==> src/bit_timer_consts.vh <==
// Constants for the basic 8-bit interval timer: register map, fields, reset values.
// Assumes inclusion by bare name from the timer design files.
`ifndef BIT_TIMER_CONSTS_VH
`define BIT_TIMER_CONSTS_VH

`define BIT_ADDR_W         8
`define BIT_MODE_ADDR      8'hd8
`define BIT_COUNT_ADDR     8'hd9
`define BIT_STATUS_ADDR    8'hda
`define BIT_MASK_ADDR      8'hdb

`define BIT_MODE_RESET     8'h00
`define BIT_COUNT_RESET    8'h00
`define BIT_MODE_WMASK     8'hf1
`define BIT_RUN_BIT        7
`define BIT_RATE_HI        6
`define BIT_RATE_LO        4
`define BIT_RTC_BIT        0
`define BIT_OVF_BIT        0

`define BIT_COUNT_MAX      8'hff
`define BIT_COUNT_ONE      8'h01
`define BIT_ZERO8          8'h00

`define BIT_PRE_W          8
`define BIT_PRE_ONE        8'h01
`define BIT_PRE_ZERO       8'h00

`define BIT_RTC_DIV        64
`define BIT_RTC_DIV_W      6
`define BIT_RTC_ONE        6'h01
`define BIT_RTC_ZERO       6'h00

`define BIT_IRQ_VECTOR     8'h08

`endif

==> src/bit_prescaler.v <==
// Instruction-clock prescaler producing one-cycle tick pulses.
// Assumes a single clock domain and a free-running counter while enabled.
`timescale 1ns/1ps
`include "bit_timer_consts.vh"

module bit_prescaler #(
	parameter WIDTH = `BIT_PRE_W
) (
	input  wire       clock,
	input  wire       rst_n,
	input  wire       enable,
	input  wire [2:0] rateSelect,
	output wire       tick
);
	reg  [WIDTH-1:0] divCount;
	wire [WIDTH-1:0] divMask;

	// Select 000 keeps all eight bits (divide by 256); 111 keeps one (divide by 2)
	assign divMask = {WIDTH{1'b1}} >> rateSelect;
	assign tick    = enable && ((divCount & divMask) == divMask);

	always @(posedge clock or negedge rst_n)
	begin
		if (!rst_n)
			divCount <= `BIT_PRE_ZERO;
		else if (!enable)
			divCount <= `BIT_PRE_ZERO;
		else
			divCount <= divCount + `BIT_PRE_ONE;
	end
endmodule // bit_prescaler

==> src/bit_timer.v <==
// Basic 8-bit interval timer with mode, count, status and mask registers.
// Assumes synchronous bus strobes and an rtcClock level from a 32768 Hz oscillator.
`timescale 1ns/1ps
`include "bit_timer_consts.vh"

module bit_timer #(
	parameter RTC_DIV = `BIT_RTC_DIV
) (
	input  wire                    clock,
	input  wire                    rst_n,
	input  wire [`BIT_ADDR_W-1:0]  address,
	input  wire [7:0]              writeData,
	input  wire                    writeStrobe,
	input  wire                    readStrobe,
	input  wire                    rtcClock,
	output reg  [7:0]              readData,
	output wire                    irq,
	output wire [7:0]              irqVector,
	output reg                     wakeRequest
);
	reg  [7:0] modeReg;
	reg  [7:0] countReg;
	reg        overflowFlag;
	reg        overflowIrqEnable;
	reg        rtcMeta;
	reg        rtcSync;
	reg        rtcLast;
	reg  [`BIT_RTC_DIV_W-1:0] rtcDiv;
	reg  [7:0] next_readData;

	wire timerRunEnable   = modeReg[`BIT_RUN_BIT];
	wire rtcSourceSelect  = modeReg[`BIT_RTC_BIT];
	wire [2:0] prescaleSelect = modeReg[`BIT_RATE_HI:`BIT_RATE_LO];
	wire preTick;
	wire rtcEdge;
	wire rtcTick;
	wire countTick;
	wire overflow;
	wire writeMode   = writeStrobe && (address == `BIT_MODE_ADDR);
	wire writeCount  = writeStrobe && (address == `BIT_COUNT_ADDR);
	wire writeStatus = writeStrobe && (address == `BIT_STATUS_ADDR);
	wire writeMask   = writeStrobe && (address == `BIT_MASK_ADDR);

	bit_prescaler #(
		.WIDTH(`BIT_PRE_W)
	) prescaler (
		.clock     (clock),
		.rst_n     (rst_n),
		.enable    (timerRunEnable && !rtcSourceSelect),
		.rateSelect(prescaleSelect),
		.tick      (preTick)
	);

	// Two-flop synchroniser, edge taken from the second stage onward
	always @(posedge clock or negedge rst_n)
	begin
		if (!rst_n)
		begin
			rtcMeta <= 1'b0;
			rtcSync <= 1'b0;
			rtcLast <= 1'b0;
		end
		else
		begin
			rtcMeta <= rtcClock;
			rtcSync <= rtcMeta;
			rtcLast <= rtcSync;
		end
	end

	assign rtcEdge = rtcSync && !rtcLast;

	// Divide synchronised crystal edges by RTC_DIV
	always @(posedge clock or negedge rst_n)
	begin
		if (!rst_n)
			rtcDiv <= `BIT_RTC_ZERO;
		else if (!(timerRunEnable && rtcSourceSelect))
			rtcDiv <= `BIT_RTC_ZERO;
		else if (rtcEdge)
		begin
			if (rtcDiv == RTC_DIV[`BIT_RTC_DIV_W-1:0] - `BIT_RTC_ONE)
				rtcDiv <= `BIT_RTC_ZERO;
			else
				rtcDiv <= rtcDiv + `BIT_RTC_ONE;
		end
	end

	assign rtcTick = rtcEdge && (rtcDiv == RTC_DIV[`BIT_RTC_DIV_W-1:0] - `BIT_RTC_ONE);

	// Source select: prescale field ignored when RTC is chosen
	assign countTick = timerRunEnable && (rtcSourceSelect ? rtcTick : preTick);
	assign overflow  = countTick && !writeCount && (countReg == `BIT_COUNT_MAX);

	always @(posedge clock or negedge rst_n)
	begin
		if (!rst_n)
			modeReg <= `BIT_MODE_RESET;
		else if (writeMode)
			modeReg <= writeData & `BIT_MODE_WMASK;
	end

	always @(posedge clock or negedge rst_n)
	begin
		if (!rst_n)
			countReg <= `BIT_COUNT_RESET;
		else if (writeCount)
			countReg <= writeData;
		else if (countTick)
			countReg <= countReg + `BIT_COUNT_ONE;
	end

	always @(posedge clock or negedge rst_n)
	begin
		if (!rst_n)
			overflowFlag <= 1'b0;
		else if (overflow)
			overflowFlag <= 1'b1;
		else if (writeStatus && writeData[`BIT_OVF_BIT])
			overflowFlag <= 1'b0;
	end

	always @(posedge clock or negedge rst_n)
	begin
		if (!rst_n)
			overflowIrqEnable <= 1'b0;
		else if (writeMask)
			overflowIrqEnable <= writeData[`BIT_OVF_BIT];
	end

	// Wake pulse for the power controller, independent of the mask
	always @(posedge clock or negedge rst_n)
	begin
		if (!rst_n)
			wakeRequest <= 1'b0;
		else
			wakeRequest <= overflow;
	end

	assign irq       = overflowFlag && overflowIrqEnable;
	assign irqVector = `BIT_IRQ_VECTOR;

	always @*
	begin
		next_readData = `BIT_ZERO8;
		if (readStrobe)
		begin
			case (address)
				`BIT_MODE_ADDR:   next_readData = modeReg;
				`BIT_COUNT_ADDR:  next_readData = countReg;
				`BIT_STATUS_ADDR: next_readData = {7'h00, overflowFlag};
				`BIT_MASK_ADDR:   next_readData = {7'h00, overflowIrqEnable};
				default:          next_readData = `BIT_ZERO8;
			endcase
		end
	end

	always @(posedge clock or negedge rst_n)
	begin
		if (!rst_n)
			readData <= `BIT_ZERO8;
		else
			readData <= next_readData;
	end
endmodule // bit_timer

==> config.mk <==
export PLATFORM = sky130hd
export DESIGN_NAME = bit_timer
export DESIGN_NICKNAME = d
export VERILOG_FILES = /design/src/bit_prescaler.v /design/src/bit_timer.v
export VERILOG_INCLUDE_DIRS = /design/src /design/src/src
export SDC_FILE = /design/constraint.sdc
export NUM_CORES = 1
export LEC_CHECK = 0
export BUFFER_PORTS_ARGS = -buffer_cell sky130_fd_sc_hd__clkbuf_2
export CAP_MARGIN = 10
export CORE_ASPECT_RATIO = 0.9
export CORE_UTILIZATION = 40
export CTS_CLUSTER_DIAMETER = 200
export CTS_CLUSTER_SIZE = 14
export DETAILED_ROUTE_END_ITERATION = 6
export HOLD_SLACK_MARGIN = 0.02
export PLACE_DENSITY = 0.59
export SYNTH_ARGS = -nofsm -noshare
export SYNTH_HDL_FRONTEND = slang
export SYNTH_SLANG_ARGS = --single-unit
==> constraint.sdc <==
create_clock -name clock -period 5.4 [get_ports clock]
set_input_delay 0.54 -clock clock [delete_from_list [all_inputs] [get_ports clock]]
set_output_delay 0.54 -clock clock [all_outputs]
set_load 0.02 [all_outputs]
-- Yosys cells after proc, flatten, opt, wreduce, memory -nomap -nowiden
Index checks and enable logic that the tools add are counted.
- output and inout port bits: 18
- memory bits (read-only): 0
- logic and storage cells: 54
- memories kept: 0
- bits in latches: 0
- bits in writable memories: 0
- register bits: 41
- equality and inequality tests: 8
- $add $sub $neg: 3
- shift-type cells: 1
- bitwise logic cells: 1
- $lt $le $gt $ge: 0
- multiplexer cells: 11
- multiply operators: 0
- divide/modulo/power cells: 0
- reduce and logical (&&, ||, !) cells: 19
- operators with widths (cell ; number):
    == test 8 bit (second input constant) ; 5
    2-to-1 mux 8 bit ; 4
    case mux 8 bit (4 select lines) ; 1
    2-to-1 mux 6 bit ; 3
    adder 8 x 1 -> 8 bit (second input constant) ; 2
    logical AND 1 bit ; 14
    AND 8 bit ; 1
    == test 8 bit ; 1
    right shift 8 x 3 -> 8 bit (first input constant) ; 1
    adder 6 x 1 -> 6 bit (second input constant) ; 1
    == test 6 bit (second input constant) ; 1
    nonzero test 2 bit ; 2
    zero test 1 bit ; 3
    2-to-1 mux 1 bit ; 3
    != test 2 bit (second input constant) ; 1

-- Longest topological paths before layout
- word-level depth: 9
- gate-level depth with buffers: 8
- mapped depth without buffers: 7

-- Modules after synthesis
From an unflattened synthesis, not the netlist that was laid out.
- cell total of the unflattened synthesis: 202
- area, all modules: 2079.5 µm²
- by module, submodules not included (module ; area an instance (µm²) ; instances ; cells each ; sequential area each (µm²)):
    bit_timer ; 1666.6 ; 1 ; 161 ; 825.8
    bit_prescaler ; 412.9 ; 1 ; 41 ; 200.2

-- Worst setup path before layout
No wires, ideal clock.
- path type: in2reg
- from: input port address[5]
- to: register countReg[7]
- buffers on the path: 1
- required time: 5.275 ns
- arrival: 1.719 ns
- stages on the path: 5
- setup slack: 3.556 ns
- path through: and4bb_1 > nand4_2 > nor3b_4 > buf_6 > mux2_2
- cells in the longest elaborated chain, start to end: 3
- elaborated cells between the ends (all ways): 4
- RTL lines (item ; line ; RTL):
    start, declared ; bit_timer.v:11 ; input wire [`BIT_ADDR_W-1:0] address,
    == test 8 bit * ; -- ;
    logical AND 1 bit * ; bit_timer.v:40 ; wire writeCount = writeStrobe && (address == `BIT_COUNT_ADDR);
    2-to-1 mux 8 bit or nonzero test 2 bit (tied branches) ; -- ;
    end signal, assigned ; bit_timer.v:106 ; countReg <= `BIT_COUNT_RESET;
    end signal, assigned ; bit_timer.v:108 ; countReg <= writeData;
    end signal, assigned ; bit_timer.v:110 ; countReg <= countReg + `BIT_COUNT_ONE;
    end, declared ; bit_timer.v:22 ; reg [7:0] countReg;
Every way passes the cells marked *; elsewhere a longest branch is shown, timed or not.
A chain may end at the register's enable or synchronous reset.

-- Final worst setup path
- from: input port address[5]
- to: register countReg[4]
The elaborated chain is that of the path after synthesis.

==> flow_summary.toml <==
[status]
status = "finished, final reports clean"

[setup_path]
cp.arrival_ns = 2.37
r2r_start = "rtcDiv[0]$_DFFE_PN0P_"
reg2reg_depth = 7
end_kind = "register"
crit_type = "primary input to register"
cp_max_fo = 22
cp.required_ns = 5.61
r2r_end = "countReg[5]$_DFFE_PN0P_"
reg2reg_slack_ns = 3.40
cp-start-kind = "primary input"

[worst_hold_path]
hp-class = "primary input to register"
hold_end = "rtcMeta$_DFF_PN0_"
min_from = "rtcClock"
min_path_cells = 1

[yosys]
syn_avg_cell_area_um2 = 10.5
synth_flop_cell = "dfrtp_1"
syn_inst = 198
synth_edf_count = 0
synth_top_cell_area_share_pct = 49.4
synthArstFlopShare_pct = 100
ys_seq_area_share_pct = 49.4
synth_area_um2 = 2080
netlist_top_cells_area = "dfrtp_1 (49%), nor2_1 (4.7%), xor2_1 (3.4%), buf_4 (3.3%), mux2_2 (3.3%)"
ys_warn_count = 0
yosys.cell_types.count = 46
synth_top_area_cell = "dfrtp_1"
synth-seq-cells = 41

[detailed_routing]
vias = 1472
drc = 0
wirelength_mm = 3.86
avgViaCountPerCell = 4.99
first_pass_iters = 4
final_antenna_net_count = 0
drt_iter0_markers = 40
wl_per_cell_um = 13.1

[sta]
period_minus_slack_ns = 2.16
fin_tns_setup_ns = 0
finalCritPeriodShare_pct = 40.0
finClkSkew_ns = 0.00923
drv_slew = 0
slew_headroom_pct = 33.7
hold_viol_final = 0
setup-violations-final = 0
worst_slew_pin_slew_ns = 0.995
max_freq_ghz = 0.463
rsz0062_at_grt = "no"

[clock_tree]
cts_hold_buf = 0
clkSlewWorstSetupHoldPaths_ns = 0.08
htreeDepth = 2
cts_buffers = 5
clk_latency_ns = 0.30
postCtsSetupBuffers = 0
cts.sink_count = 41
cts_resized = 0
cts-root-buf = "clkbuf_8"
clock_path_buffers = 2
cts_tree = "yes"

[floorplanning]
dieArea_um2 = 5490
start_util_pct = 42.2
ios = 39
die_y_um = 70.4
die_w_um = 78.0
core_area_um2 = 4920
rows = 24

[placement]
dp_cells = 287
hpwl_mm = 2.77
io_buffers = 30
place.gp.congestion = 0.773
placed_cell_area_um2 = 2240

[pwr]
comb_power_share_pct = 6.8
p_switching_uw = 147
p_int_uw = 519
power_frac_seq_pct = 48.6
p_leak_uw = 0.00112
power_density_nw_per_um2 = 280
switching_share_pct = 22.1
pwr-share-clk_pct = 44.6
peakVddDrop_mv = 0.162

[grt]
grtUsageTotal_pct = 15.9
grt_pass1_vias = 1414
met3_usage_pct = 3.92
grt-ovfl-total = 0
use_met2_pct = 25.0
grt_max_degree = 42
gr-usage-met1_pct = 21.0
grt_pass1_wl_mm = 6.65
busiest_layer = "met2"
antenna_found_initial = 0

[final_layout]
diodes = 0
syn_to_final_growth_pct = 14.3
fin_cells = 295
fin_nets = 253
final_area_um2 = 2380
drive_gt1_share_pct = 24.8

[run]
cap_violations = 0
## cell families (layout without fill, tap and decap cells)
kind of cell	count (synthesis)	after routing	synth area share [%]
simple gates	82	82	21.4
flops	41	41	49.4
compound gates	32	32	9.87
mux	13	13	7.46
buf+inv	13	39	4.70
xor+xnor	12	12	5.06
fa+ha+maj	3	3	1.81
other cells	2	8	0.361
## cell usage after synthesis (4+ instances only)
| cell | instances |
|---|---|
| a21oi_1 | 8 |
| and3_1 | 10 |
| buf_4 | 9 |
| dfrtp_1 | 41 |
| mux2_2 | 6 |
| mux2i_1 | 5 |
| nand2_1 | 16 |
| nand3_1 | 7 |
| nor2_1 | 26 |
| o21ai_0 | 8 |
| xnor2_1 | 4 |
| xor2_1 | 8 |
## cells in the final DEF (no fill, tap or decap), types with 4 or more instances in the layout
cell type,Yosys,layout
mux2i_1,5,5
clkbuf_2,0,30
xnor2_1,4,4
a21oi_1,8,8
dfrtp_1,41,41
and3_1,10,10
nor2_1,26,26
xor2_1,8,8
mux2_2,6,6
o21ai_0,8,8
conb_1,2,8
nand3_1,7,7
nand2_1,16,16
clkbuf_8,0,5
## sequential cells by signal (all words and copies together), names as in the netlist
signal,cells
rtcMeta,1
overflowFlag,1
wakeRequest,1
countReg,8
rtcSync,1
overflowIrqEnable,1
readData,8
rtcDiv,6
modeReg,5
rtcLast,1
prescaler.divCount,8
## power by group through the flow
stage,registers [uW],clock network [uW],logic (uW)
2_1_floorplan,327,0,31.4
4_1_cts,323,307,46.4
5_1_grt,325,317,51.1
3_3_place_gp,329,0,45.7
3_5_place_dp,329,0,46.3
6_report,323,297,45.3
## per-layer routing
layer / vias up / part of all wire, %
li1: 737 / -
met1: 704 / 47
met2: 26 / 48
met3: 5 / 3.4
met4: 0 / 1.5
met5: - / 0
## through the flow
| step | utilization (%) | hold WS [ns] | setup WS [ns] | power, uW |
|---|---|---|---|---|
| after floorplan | - | 0.244 | 3.56 | 358 |
| after global routing | 48.2 | 0.336 | 3.07 | 693 |
| after detailed placement | 45.5 | 0.345 | 2.93 | 376 |
| final | 48.2 | 0.350 | 3.24 | 666 |
| after global placement | 45.5 | 0.335 | 2.99 | 375 |
| after CTS | 48.2 | 0.345 | 3.24 | 677 |
## critical path, cell delays in order
cell and delay [ns]:
clkbuf_2 0.07, and4bb_1 0.28, nand4_2 0.18, nor3b_4 0.69
nor2_1 0.15, a21o_2 0.24, a211oi_1 0.20
## worst max-delay path by stage
stage	start	to
global route	address[5]	countReg[4]$_DFFE_PN0P_
CTS	address[5]	countReg[4]$_DFFE_PN0P_
finish	address[5]	countReg[4]$_DFFE_PN0P_
floorplan	address[5]	countReg[7]$_DFFE_PN0P_
global placement	address[5]	countReg[4]$_DFFE_PN0P_
detailed placement	address[5]	countReg[4]$_DFFE_PN0P_
## cell type report
| class | count | area [um^2] |
|---|---|---|
| clock inverter | 3 | 68.8 |
| inverter | 1 | 3.75 |
| sequential | 41 | 1030 |
| timing repair buffer | 30 | 150 |
| tap | 65 | 81.3 |
| multi-input combinational | 150 | 977 |
| clock buffer | 5 | 68.8 |
| fill | 464 | 2550 |
No activity file was read; power rests on OpenSTA's default activity.
